### config.mk
export PLATFORM = sky130hd
export DESIGN_NAME = io_port_regs
export DESIGN_NICKNAME = d
export VERILOG_FILES = /design/src/hw/io_port_pkg.sv /design/src/hw/io_port_regs.sv /design/src/hw/port_reg_bank.sv
export SDC_FILE = /design/constraint.sdc
export NUM_CORES = 1
export LEC_CHECK = 0
export ABC_CLOCK_PERIOD_IN_PS = 3100
export BUFFER_PORTS_ARGS = -buffer_cell sky130_fd_sc_hd__buf_2
export CAP_MARGIN = 15
export CELL_PAD_IN_SITES_DETAIL_PLACEMENT = 0
export CELL_PAD_IN_SITES_GLOBAL_PLACEMENT = 1
export CORE_MARGIN = 2
export CORE_UTILIZATION = 38
export CTS_BUF_LIST = sky130_fd_sc_hd__clkbuf_4
export CTS_CLUSTER_DIAMETER = 80
export CTS_CLUSTER_SIZE = 24
export DETAILED_ROUTE_END_ITERATION = 10
export HOLD_SLACK_MARGIN = 0.06
export PLACE_DENSITY_LB_ADDON = 0.05
export SYNTH_ARGS = -nofsm -noshare
export SYNTH_HDL_FRONTEND = slang
export SYNTH_SLANG_ARGS = --single-unit
### constraint.sdc
create_clock -name ref_clk -period 3.1 [get_ports ref_clk]
set_input_delay 0.465 -clock ref_clk [delete_from_list [all_inputs] [get_ports ref_clk]]
set_output_delay 0.465 -clock ref_clk [all_outputs]
set_load 0.05 [all_outputs]
### src/hw/io_port_pkg.sv
// Package: offsets, reset values and carrier types of the I/O port block
package io_port_pkg;

  // ==========================================================
  // Geometry
  localparam int NUM_PORTS = 7;
  localparam logic [2:0] PORT_A = 3'h0;
  localparam logic [2:0] PORT_B = 3'h1;
  localparam logic [2:0] PORT_C = 3'h2;
  localparam logic [2:0] PORT_D = 3'h3;
  localparam logic [2:0] PORT_E = 3'h4;
  localparam logic [2:0] PORT_F = 3'h5;
  localparam logic [2:0] PORT_G = 3'h6;
  localparam logic [7:0] PORT_D_MASK = 8'h0F;

  // ==========================================================
  // Register offsets inside one port's window (byte address)
  // Port n occupies base + PORT_STRIDE * n
  localparam logic [7:0] PORT_STRIDE = 8'h10;
  localparam logic [3:0] OFS_PIN_INPUT = 4'h0;
  localparam logic [3:0] OFS_OUTPUT_LATCH = 4'h1;
  localparam logic [3:0] OFS_DIRECTION = 4'h2;
  localparam logic [3:0] OFS_DRIVE_SELECT = 4'h3;
  localparam logic [3:0] OFS_MODE_SELECT = 4'h4;
  localparam logic [3:0] OFS_CELL_ACCESS = 4'h5;
  localparam logic [3:0] OFS_CELL_MASK = 4'h6;
  localparam logic [3:0] OFS_INPUT_CELL = 4'h7;
  localparam logic [3:0] OFS_OE_READBACK = 4'h8;

  // ==========================================================
  // Reset values
  localparam logic [7:0] CFG_RESET = 8'h00;
  localparam logic [7:0] LATCH_RESET = 8'h00;

  // ==========================================================
  // Carriers
  typedef struct packed {
    logic rd;
    logic wr;
    logic [7:0] addr;
    logic [7:0] wdata;
  } host_req_t;

  typedef struct packed {
    logic [7:0] out;
    logic [7:0] oe;
    logic [7:0] openDrain;
    logic [7:0] fastSlew;
    logic [7:0] addrMode;
  } pin_drive_t;

  typedef enum logic [1:0] {
    BUS_IDLE = 2'b00,
    BUS_WRITE = 2'b01,
    BUS_READ = 2'b10
  } bus_state_t;

endpackage

### src/hw/io_port_regs.sv
// Configurable I/O port registers: configuration, data and cell access
// Function
// - Mode, direction and drive-select registers reset to all zeros.
// - Every register bit acts only on the pin of the same position.
// - Mode bit 0 gives processor I/O, 1 gives address output.
// - Only ports E, F and G have a mode-select register.
// - Direction bit 1 makes an output, 0 an input; default input.
// - Ports A, B, C, F drive when direction bit or logic enable is 1.
// - Port D has four pins; only low four direction bits work.
// - Open-drain capable pins: drive bit 1 open drain, 0 push-pull.
// - Slew-capable pins: drive bit 1 fast slew, 0 slow slew.
// - A, B, E, G, D[3:0] open drain; C, F slew; D[7:4] unused.
// - Pin-input read returns the live pin level, not latched.
// - Output latch stores writes, reads back, drives when enabled.
// - Ports A, B: cell read gives cell outputs, write loads unmasked.
// - Mask bit 1 blocks processor loading of its output cell.
// - Ports A, B, C input cells feed logic and are readable.
// - Ports A, B, C, F: enable readback shows 1 for a driving pin, 0 for tri-state.
// - Host reaches registers with plain bus cycles at block offsets.
// - High chip select disables the I/O register block.
`timescale 1ns/1ps
`default_nettype none
module io_port_regs #(
  parameter int PORTS = 7,
  parameter logic [7:0] BLOCK_BASE = 8'h00
) (
  input wire logic ref_clk, // 200 MHz clock
  input wire logic rst_n, // Synchronous reset, active low
  input wire logic chipSelHigh, // Chip select input, high disables
  input wire io_port_pkg::host_req_t hostReq, // Host read/write cycle
  output logic [7:0] rdData, // Read data, registered
  output logic rdValid, // Read data valid pulse
  input wire logic [PORTS*8-1:0] pinIn, // Pin levels, per port
  input wire logic [PORTS*8-1:0] logicOe, // Logic-array enable terms
  input wire logic [15:0] cellOut, // Output cell outputs, A then B
  input wire logic [23:0] inCellOut, // Input cell outputs A, B, C
  output io_port_pkg::pin_drive_t [PORTS-1:0] pinDrive, // Pin drivers
  output logic [15:0] cellLoadData, // Data for output cells A, B
  output logic [15:0] cellLoadEn, // Per-bit load of output cells
  output logic [23:0] inCellBus // Input cells to logic input bus
);
  import io_port_pkg::*;

  initial begin
    if (PORTS != NUM_PORTS) begin
      $error("io_port_regs: the port map serves seven ports only");
    end
    // The window must not wrap past the top of the address space
    if (32'(BLOCK_BASE) + PORTS * 32'(PORT_STRIDE) > 256) begin
      $error("io_port_regs: BLOCK_BASE leaves no room for the ports");
    end
  end

  // ==========================================================
  // State
  typedef struct packed {
    bus_state_t bus;
    logic [7:0] rdData;
    logic rdValid;
    logic [15:0] cellLoadData;
    logic [15:0] cellLoadEn;
    logic [23:0] inCellBus;
    pin_drive_t [PORTS-1:0] drive;
  } top_state_t;

  top_state_t state;
  top_state_t next_state;

  // ==========================================================
  // Host address decode
  logic [2:0] portIdx;
  logic [3:0] regOfs;
  logic inBlock;
  logic rdStb;
  logic wrStb;
  logic [7:0] offset;

  assign offset = hostReq.addr - BLOCK_BASE;
  assign portIdx = offset[6:4];
  assign regOfs = offset[3:0];
  // Chip select high blocks every access
  assign inBlock = !chipSelHigh && (32'(portIdx) < PORTS)
    && !offset[7];
  // Read taken in an idle cycle; a read wins over a write
  assign rdStb = inBlock && hostReq.rd && (state.bus == BUS_IDLE);
  // Writes commit on the cycle the strobe is seen
  assign wrStb = inBlock && hostReq.wr && !hostReq.rd
    && (state.bus == BUS_IDLE);

  // ==========================================================
  // Register banks
  logic [PORTS*8-1:0] dirFlat;
  logic [PORTS*8-1:0] driveFlat;
  logic [PORTS*8-1:0] modeFlat;
  logic [PORTS*8-1:0] latchFlat;
  logic [15:0] maskFlat;
  logic wrDir;
  logic wrDrive;
  logic wrMode;
  logic wrLatch;
  logic wrMask;

  // Write enable per register kind
  assign wrDir = wrStb && (regOfs == OFS_DIRECTION);
  assign wrDrive = wrStb && (regOfs == OFS_DRIVE_SELECT);
  assign wrMode = wrStb && (regOfs == OFS_MODE_SELECT)
    && (portIdx >= PORT_E);
  assign wrLatch = wrStb && (regOfs == OFS_OUTPUT_LATCH);
  assign wrMask = wrStb && (regOfs == OFS_CELL_MASK)
    && (portIdx <= PORT_B);

  // Configuration zeroed at reset
  port_reg_bank #(.PORTS(PORTS)) dirBank (
    .ref_clk(ref_clk),
    .rst_n(rst_n),
    .wrIdx(portIdx),
    .wrEn(wrDir),
    .wrData(hostReq.wdata),
    .resetVal(CFG_RESET),
    .flat(dirFlat)
  );

  // Drive select, meaning set per port below
  port_reg_bank #(.PORTS(PORTS)) driveBank (
    .ref_clk(ref_clk),
    .rst_n(rst_n),
    .wrIdx(portIdx),
    .wrEn(wrDrive),
    .wrData(hostReq.wdata),
    .resetVal(CFG_RESET),
    .flat(driveFlat)
  );

  // Mode register exists for E, F, G only
  port_reg_bank #(.PORTS(PORTS)) modeBank (
    .ref_clk(ref_clk),
    .rst_n(rst_n),
    .wrIdx(portIdx),
    .wrEn(wrMode),
    .wrData(hostReq.wdata),
    .resetVal(CFG_RESET),
    .flat(modeFlat)
  );

  // Output latch stores host data
  port_reg_bank #(.PORTS(PORTS)) latchBank (
    .ref_clk(ref_clk),
    .rst_n(rst_n),
    .wrIdx(portIdx),
    .wrEn(wrLatch),
    .wrData(hostReq.wdata),
    .resetVal(LATCH_RESET),
    .flat(latchFlat)
  );

  // Cell load mask for ports A and B
  port_reg_bank #(.PORTS(2)) maskBank (
    .ref_clk(ref_clk),
    .rst_n(rst_n),
    .wrIdx(portIdx),
    .wrEn(wrMask),
    .wrData(hostReq.wdata),
    .resetVal(CFG_RESET),
    .flat(maskFlat)
  );

  // ==========================================================
  // Per-port pin logic, bit for bit
  logic [7:0] validMask [PORTS];
  logic [7:0] oeTerm [PORTS];
  logic [7:0] odCap [PORTS];
  logic [7:0] slewCap [PORTS];
  pin_drive_t [PORTS-1:0] driveNow;

  // One copy of the pin logic per port
  genvar p;
  generate
    for (p = 0; p < PORTS; p++) begin : gPort
      // Port D has four pins
      assign validMask[p] = (p == 3) ? PORT_D_MASK : 8'hFF;
      // Enable term only on A, B, C, F
      assign oeTerm[p] = (p <= 2 || p == 5) ? logicOe[p*8 +: 8] : 8'h00;
      // Drive bit meaning per port
      assign slewCap[p] = (p == 2 || p == 5) ? 8'hFF : 8'h00;
      assign odCap[p] = ~slewCap[p] & validMask[p];
      always_comb begin
        // Direction 1 or enable term 1 drives
        driveNow[p].oe = (dirFlat[p*8 +: 8] | oeTerm[p]) & validMask[p];
        // Latch drives enabled pins
        driveNow[p].out = latchFlat[p*8 +: 8] & validMask[p];
        // Open drain or push-pull
        driveNow[p].openDrain = driveFlat[p*8 +: 8] & odCap[p];
        // Fast or slow slew
        driveNow[p].fastSlew = driveFlat[p*8 +: 8] & slewCap[p];
        // Mode 1 address out, 0 processor I/O
        driveNow[p].addrMode = (p >= 4) ? modeFlat[p*8 +: 8] : 8'h00;
      end
    end
  endgenerate

  // ==========================================================
  // Read multiplexer
  logic [7:0] readMux;

  always_comb begin
    readMux = 8'h00; // Unmapped and unused bits read zero
    unique case (regOfs)
      OFS_PIN_INPUT: readMux = pinIn[portIdx*8 +: 8];
      OFS_OUTPUT_LATCH: readMux = latchFlat[portIdx*8 +: 8];
      OFS_DIRECTION: readMux = dirFlat[portIdx*8 +: 8];
      OFS_DRIVE_SELECT: readMux = driveFlat[portIdx*8 +: 8];
      OFS_MODE_SELECT: begin
        if (portIdx >= PORT_E) begin
          readMux = modeFlat[portIdx*8 +: 8];
        end
      end
      OFS_CELL_ACCESS: begin
        if (portIdx <= PORT_B) begin
          readMux = cellOut[portIdx[0]*8 +: 8];
        end
      end
      OFS_CELL_MASK: begin
        if (portIdx <= PORT_B) begin
          readMux = maskFlat[portIdx[0]*8 +: 8];
        end
      end
      OFS_INPUT_CELL: begin
        if (portIdx <= PORT_C) begin
          readMux = inCellOut[portIdx*8 +: 8];
        end
      end
      OFS_OE_READBACK: begin
        if (portIdx <= PORT_C || portIdx == PORT_F) begin
          readMux = driveNow[portIdx].oe;
        end
      end
      default: readMux = 8'h00;
    endcase
    readMux = readMux & validMask[portIdx];
  end

  // ==========================================================
  // Next state: bus sequencing, cell loads, registered outputs
  always_comb begin
    next_state = state;
    next_state.rdValid = 1'b0;
    next_state.cellLoadEn = 16'h0000;
    next_state.drive = driveNow;
    // Input cells routed on to the logic input bus
    next_state.inCellBus = inCellOut;
    unique case (state.bus)
      BUS_IDLE: begin
        if (rdStb) begin
          // Capture read data now; it stands until the next read
          next_state.bus = BUS_READ;
          next_state.rdData = readMux;
          next_state.rdValid = 1'b1;
        end else if (wrStb) begin
          next_state.bus = BUS_WRITE;
          // Load only unmasked cells of A and B
          if (regOfs == OFS_CELL_ACCESS && portIdx <= PORT_B) begin
            next_state.cellLoadData[portIdx[0]*8 +: 8] = hostReq.wdata;
            next_state.cellLoadEn[portIdx[0]*8 +: 8] =
              ~maskFlat[portIdx[0]*8 +: 8];
          end
        end
      end
      BUS_WRITE: begin
        // Hold until the host drops its write strobe
        if (!hostReq.wr) begin
          next_state.bus = BUS_IDLE;
        end
      end
      BUS_READ: begin
        // Hold until the host drops its read strobe
        if (!hostReq.rd) begin
          next_state.bus = BUS_IDLE;
        end
      end
      default: next_state.bus = BUS_IDLE;
    endcase
    if (!rst_n) begin
      next_state = '0;
      next_state.bus = BUS_IDLE;
    end
  end

  // Register the whole state
  always_ff @(posedge ref_clk) begin
    state <= next_state;
  end

  // ==========================================================
  // Outputs straight from flip-flops
  assign rdData = state.rdData;
  assign rdValid = state.rdValid;
  assign pinDrive = state.drive;
  assign cellLoadData = state.cellLoadData;
  assign cellLoadEn = state.cellLoadEn;
  assign inCellBus = state.inCellBus;

endmodule
`default_nettype wire

### src/hw/port_reg_bank.sv
// Small memory holding one byte per port for one register kind
`timescale 1ns/1ps
`default_nettype none
module port_reg_bank #(
  parameter int PORTS = 7
) (
  input wire logic ref_clk, // Clock
  input wire logic rst_n, // Synchronous reset, active low
  input wire logic [2:0] wrIdx, // Port written
  input wire logic wrEn, // Write strobe
  input wire logic [7:0] wrData, // Write data
  input wire logic [7:0] resetVal, // Value loaded by reset
  output logic [PORTS*8-1:0] flat // All bytes, registered
);
  import io_port_pkg::*;

  initial begin
    if (PORTS < 1 || PORTS > 8) begin
      $error("port_reg_bank: PORTS out of range");
    end
  end

  // ==========================================================
  // Storage, one byte per port
  typedef struct packed {
    logic [PORTS*8-1:0] mem;
  } bank_state_t;

  bank_state_t state;
  bank_state_t next_state;

  // Next value: reset fill or single byte write
  always_comb begin
    next_state = state;
    if (!rst_n) begin
      next_state.mem = {PORTS{resetVal}};
    end else if (wrEn && (32'(wrIdx) < PORTS)) begin
      next_state.mem[wrIdx*8 +: 8] = wrData;
    end
  end

  // Register the state
  always_ff @(posedge ref_clk) begin
    state <= next_state;
  end

  assign flat = state.mem;

endmodule
`default_nettype wire

* Word-level counts from Yosys, hierarchy flattened
Memory sizes are Yosys's and may differ from the RTL's.
Cells that the tools add are included.
** Operators by class
- $add $sub $neg :: 2
- $mul :: 0
- Divide/modulo/power cells :: 0
- $lt $le $gt $ge :: 7
- Equality and inequality tests :: 14
- Shift operators :: 15
- Multiplexer cells :: 22
- Bitwise logic cells :: 13
- Reduce and logical (&&, ||, !) cells :: 31
** Operators by type and width (number)
- $shiftx A56 B7 Y8 :: 5
- $bwmux W56 :: 4
- $bmux W40 S3 :: 1
- $shiftx A8 B34 Y16 :: 3
- $pmux W8 S9 :: 1
- $shift A8 B34 Y16 const A :: 2
- $mux W8 :: 7
- $shift A8 B34 Y56 const A :: 1
- $shiftx A8 B34 Y56 :: 1
- $neg A4 Y34 :: 1
- $neg A6 Y34 :: 1
- $bwmux W16 :: 2
- $mux W32 :: 1
- $or A8 B8 Y8 :: 4
- $shiftx A16 B5 Y8 :: 2
- $shiftx A24 B7 Y8 :: 1
- $logic_and A1 B1 Y1 :: 20
- $and A16 B16 Y16 :: 1
- $eq A4 B3 Y1 const B :: 4
- $mux W9 :: 1
- $and A8 B8 Y8 :: 1
- $eq A4 B2 Y1 const B :: 2
- $mux W2 :: 4
- $not A8 Y8 :: 1
- 25 further kinds :: 33
** Storage, ports and cells
- Register bits after elaboration :: 499
- Bits in latches :: 0
- RAM bits :: 0
- Memory bits (read-only) :: 64
- Bits of input ports :: 173
- Output and inout bits :: 345
- Memories kept :: 1
** Memory list
- (name not given) :: depth 8, bits a word 8, read ports 1, clocked after Yosys merged registers in 0, write ports 0, RTL line io_port_regs.sv:239 : readMux = readMux & validMask[portIdx];

* Depth between registers and ports, before layout
- Depth after elaboration :: 9
- Depth in mapped cells :: 14
- Mapped depth without buffers :: 9

* Modules after synthesis
Synthesis repeated with hierarchy kept, for this count alone.
** Second synthesis, totals
- Cell total of the unflattened synthesis :: 2228
- Area, all modules :: 23856.6 um^2
** Modules (own cells, without submodules)
- io_port_regs :: instances 1, cells each 1456, area an instance 12996.2 um^2, seq. area each 4944.7 um^2
- port_reg_bank (driveBank ...) :: instances 2, cells each 172, area an instance 2434.8 um^2, seq. area each 1681.6 um^2
- port_reg_bank (dirBank) :: instances 1, cells each 183, area an instance 2706.3 um^2, seq. area each 1681.6 um^2
- port_reg_bank (modeBank) :: instances 1, cells each 180, area an instance 2436.1 um^2, seq. area each 1681.6 um^2
- port_reg_bank (maskBank) :: instances 1, cells each 65, area an instance 848.3 um^2, seq. area each 480.5 um^2

* Worst setup path before layout
OpenSTA, ideal clock, no wires.
- Path type :: input-to-reg
- From :: input hostReq[12] (netlist name)
- To :: register modeBank.state (netlist bit modeBank.flat[0])
- Data arrival time :: 3.197 ns
- Data required time :: 2.978 ns
- Setup slack :: -0.219 ns
- Stages on the path :: 12
- Buffers on the path :: 4
- Cell sequence :: inv_1 > clkbuf_1 > clkbuf_1 > ha_1 > ha_1 > clkbuf_1 > nor3_2 > nand3_1 > or3_1 > clkbuf_1 > nand2_1 > a21boi_0
** Between the ends
- Word-level cells in the longest chain between the ends :: 9
- Elaborated cells on any way between the ends :: 14
** Ends and longest elaborated chain
- start: declaration :: RTL line io_port_regs.sv:30 : input wire io_port_pkg::host_req_t hostReq,
- parallel branches: the longest is 9 deep, another holds $neg A6 Y34
- end signal: assignment :: RTL line port_reg_bank.sv:44 : state <= next_state;
- end: declaration :: RTL line port_reg_bank.sv:29 : bank_state_t state;
Several ways; the timed one is not identified.
A chain may end at the register's enable or synchronous reset.

* Worst setup path after layout
- From :: register state[346] (netlist name)
- To :: register latchBank.state (netlist bit latchBank.flat[43])
** Between the ends
- Word-level cells in the longest chain between the ends :: 4
** Ends and longest elaborated chain
- start: declaration :: RTL line io_port_regs.sv:66 : top_state_t state;
- start signal: assignment :: RTL line io_port_regs.sv:290 : state <= next_state;
- $logic_not A2 Y1 :: RTL line io_port_regs.sv:88 : && (state.bus == BUS_IDLE);
- $logic_and A1 B1 Y1 :: RTL line io_port_regs.sv:88
- $logic_and A1 B1 Y1 :: RTL line io_port_regs.sv:108 : assign wrLatch = wrStb && (regOfs == OFS_OUTPUT_LATCH);
- $logic_and A1 B1 Y1 :: RTL line port_reg_bank.sv:37 : end else if (wrEn && (32'(wrIdx) < PORTS)) begin
- end signal: assignment :: RTL line port_reg_bank.sv:44
- end: declaration :: RTL line port_reg_bank.sv:29
No other way between the ends.

==> metrics.cfg <==
[global_routing]
grt_util_met3 = 0.05350
grt_max_degree = 286
grt_use_met1 = 0.4082
grt_antenna_before_repair = 12
grt_pass1_vias = 17807
use_met2 = 0.4542
top_usage_layer = met2
grt_use_total = 0.2910
grt_pass1_wl_mm = 131.3
grt-ovfl-total = 0

[power]
power.internal_uw = 7573
p_per_area_nw_per_um2 = 437.3
p_comb_frac = 0.151
p_switching_uw = 3564
p_clk_frac = 0.281
p_seq_frac = 0.568
p_sw_frac = 0.3200
ir_drop_uv = 291.1
p_leak_uw = 0.01076

[synthesis]
ys_warn_count = 0
ys_seq_elements = 487
yosys.cell_types.count = 77
synth_area_um2 = 22810
synth-seq-area-share = 0.4274
synth_flop_cell = dfxtp_1
synth-edff-count = 0
syn_area_per_cell_um2 = 9.103
synth_cells = 2506
postSynth.asyncResetShare = 0

[floorplan]
die_w_um = 249.0
die_area_um2 = 62010
start_util = 0.3851
num_rows = 89
io_pins = 518
die_y_um = 249.0
coreArea_um2 = 59240

[worst_setup_path]
critPathSlowestCell = nor2_1
worstPathCellList = nor2_1 > nand4_4 > nor2_1 > and3_1 > nand3_1 > a21boi_0
critPathLaunchType = flop
path_max_fanout = 8
crit_path_max_incr_delay_ns = 0.83
startpoint = state[346]$_SDFFE_PN0P_
cp.depth = 6
cp.arrival_ns = 3.49
r2r_end = latchBank.flat[43]$_SDFFE_PN0P_
crit_type = flop to flop
cp_num_buf_inv = 0
crit_path_end_kind = flop
worst-r2r-cell-count = 6
r2r_start = state[346]$_SDFFE_PN0P_
rrSetupSlack_ns = 0.46
cp-endpoint = latchBank.flat[43]$_SDFFE_PN0P_
critPathTopFamily = simple AND/OR/NAND/NOR gates
cp.required_ns = 3.95
crit_top_cell = nor2_1

[place]
place_congestion = 0.9372
numPortBuffers = 393
dp_hpwl_mm = 70.79
dp_cells = 3423

[routing]
viasPerCell = 5.244
post_drt_wl_per_cell_um = 26.40
firstDrtPassIters = 6
drc = 0
drtIter0Drc = 1879
ant_nets = 0
drt_wl_total_mm = 93.75
via_count = 18622

[finish]
layout_commonest_cell = dfxtp_1
instances_no_fill = 3551
nNetsFinal = 2934
drive_above_1_share = 0.2396
syn_to_final_growth_pct = 11.63
post-route-util = 0.4299
nFillCells = 6110
layout_common_cells = 487 x dfxtp_1, 391 x buf_2, 237 x nand2_1, 203 x and2_1, 157 x mux2i_1

[run_status]
status = finished clean

[cts]
cts_buffers = 31
post_cts_resized = 0
insertion_delay_ns = 0.96
clockRootBuffer = clkbuf_4
path_clk_slew_ns = 0.21
cts_tree = yes
htree_levels = 1
clock_sinks = 487
cts_max_path_buffers = 3

[flow_run]
cap_violations = 0

[sta]
hold_viol = 0
fin_crit_ns = 2.636
relSlewSlack = 0.07367
fmax_mhz = 379.4
fin_hold_ws_ns = 0.1785
final_max_slew_viol_count = 0
fin_skew_ns = 0.06471
setup_viol_count_final = 0
period_share = 0.8502
rsz0062_at_grt = no
worstMarginPinSlew_ns = 1.389

[worst_hold_path]
hold_class = input pin to flop

## through the flow
stage	worst slack (ns)	TNS, ns	instance area [um2]	power (uW)
floorplan	0.08831	0	23200	7538
global placement	-0.09662	-0.9425	24230	8024
detailed placement	-0.1434	-1.751	24230	8024
CTS	0.5394	0	25460	11230
global route	0.4168	0	25470	11540
finish	0.4643	0	25470	11140
## metal layers
metal	share of wire	routed length, um
met1	0.45	41760
met2	0.44	41250
met3	0.082	7648
met4	0.032	2979
met5	0.0012	108
## tightest hold or removal path, stage by stage
cell      delay [ns]
buf_2           0.07
mux2i_1         0.12
o221ai_1        0.26
a41o_1          0.18
## logic make-up (layout without fill, tap and decap cells)
family	count (synthesis)	count (layout)	share of synthesized area
buffers and inverters	532	703	0.1470
AND/OR/NAND/NOR	801	801	0.1883
multiplexers	182	182	0.08567
adder cells (fa/ha/maj)	7	7	0.003839
flip-flops	487	487	0.4274
AO/OA/AOI/OAI	496	496	0.1476
other	1	102	0.0001644
## synth_stat cells (4+ instances only)
cell,instances,share of area
dfxtp_1,487,0.43
buf_4,353,0.12
nand2_1,237,0.039
and2_1,203,0.056
mux2i_1,157,0.069
o21ai_0,147,0.032
a21boi_0,135,0.044
nor2b_1,132,0.036
clkbuf_1,125,0.021
nor2_1,70,0.012
nand3_1,61,0.013
a21oi_1,39,0.0086
buf_2,25,0.0055
a221oi_1,22,0.0084
o22ai_1,22,0.0060
inv_1,18,0.0030
nor3_1,18,0.0039
mux2_2,16,0.0079
o21a_1,16,0.0053
a22oi_1,15,0.0049
a211oi_1,13,0.0043
and3_1,11,0.0030
a221o_1,10,0.0044
a31oi_1,10,0.0027
nand4_1,10,0.0027
mux4_2,9,0.0089
nand2b_1,8,0.0022
buf_1,7,0.0012
ha_1,7,0.0038
o221ai_1,6,0.0023
a2bb2oi_1,5,0.0019
nor2_4,5,0.0025
nor3b_1,5,0.0016
nor4_1,5,0.0014
o211ai_1,5,0.0016
o2bb2ai_1,5,0.0019
or2_2,5,0.0014
a22o_1,4,0.0015
clkinv_1,4,0.00066
nand3_2,4,0.0018
nor3_2,4,0.0018
o31ai_1,4,0.0013
## area by class of cell
type / count / area, um2 / share of cell area
Clock inverter: 19 / 246.5 / 0.009679
Sequential cell: 487 / 9749 / 0.3828
Antenna cell: 2 / 5.005 / 0.0001965
Timing Repair Buffer: 626 / 4035 / 0.1584
Multi-Input combinational cell: 1586 / 10110 / 0.3970
Inverter: 22 / 82.58 / 0.003243
Clock buffer: 36 / 270.3 / 0.01061
Tap cell: 773 / 967.2 / 0.03798
## how the worst min path moves through the flow
stage                                       start                        to  slack [ns]  cells after the start
global placement          state[346]$_SDFFE_PN0P_   state[345]$_SDFFE_PN0P_        0.43                      1
CTS                                   hostReq[15]        rdValid$_SDFF_PN0_        0.08                      4
finish                                   pinIn[3]    rdData[3]$_SDFFE_PN0P_        0.18                      4
global route                          hostReq[15]        rdValid$_SDFF_PN0_        0.15                      4
floorplan           maskBank.flat[3]$_SDFFE_PN0P_  cellLoadEn[3]$_SDFF_PP0_        0.41                      1
detailed placement  maskBank.flat[5]$_SDFFE_PN0P_  cellLoadEn[5]$_SDFF_PP0_        0.43                      1
## power groups by stage
stage | combinational [uW] | clock (uW) | sequential, uW
global placement | 1570 | 0 | 6450
floorplan | 1090 | 0 | 6450
finish | 1680 | 3130 | 6330
detailed placement | 1570 | 0 | 6450
CTS | 1650 | 3250 | 6330
global route | 1730 | 3460 | 6340
## state kept, by name, indices dropped and copies added (netlist names)
name,cells
modeBank.flat,56
dirBank.flat,56
driveBank.flat,56
cellLoadEn,16
rdData,8
pinDrive,180
state,2
maskBank.flat,16
inCellBus,24
cellLoadData,16
latchBank.flat,56
rdValid,1
## timing repair
item | 4_1_cts | 5_1_grt
hold endpoints to repair | 156 | 0
endpoints found under the setup margin | 0 | 0
hold buffers | 71 | 0
setup buffers | 0 | 0
(Power assumes the default switching activity.)
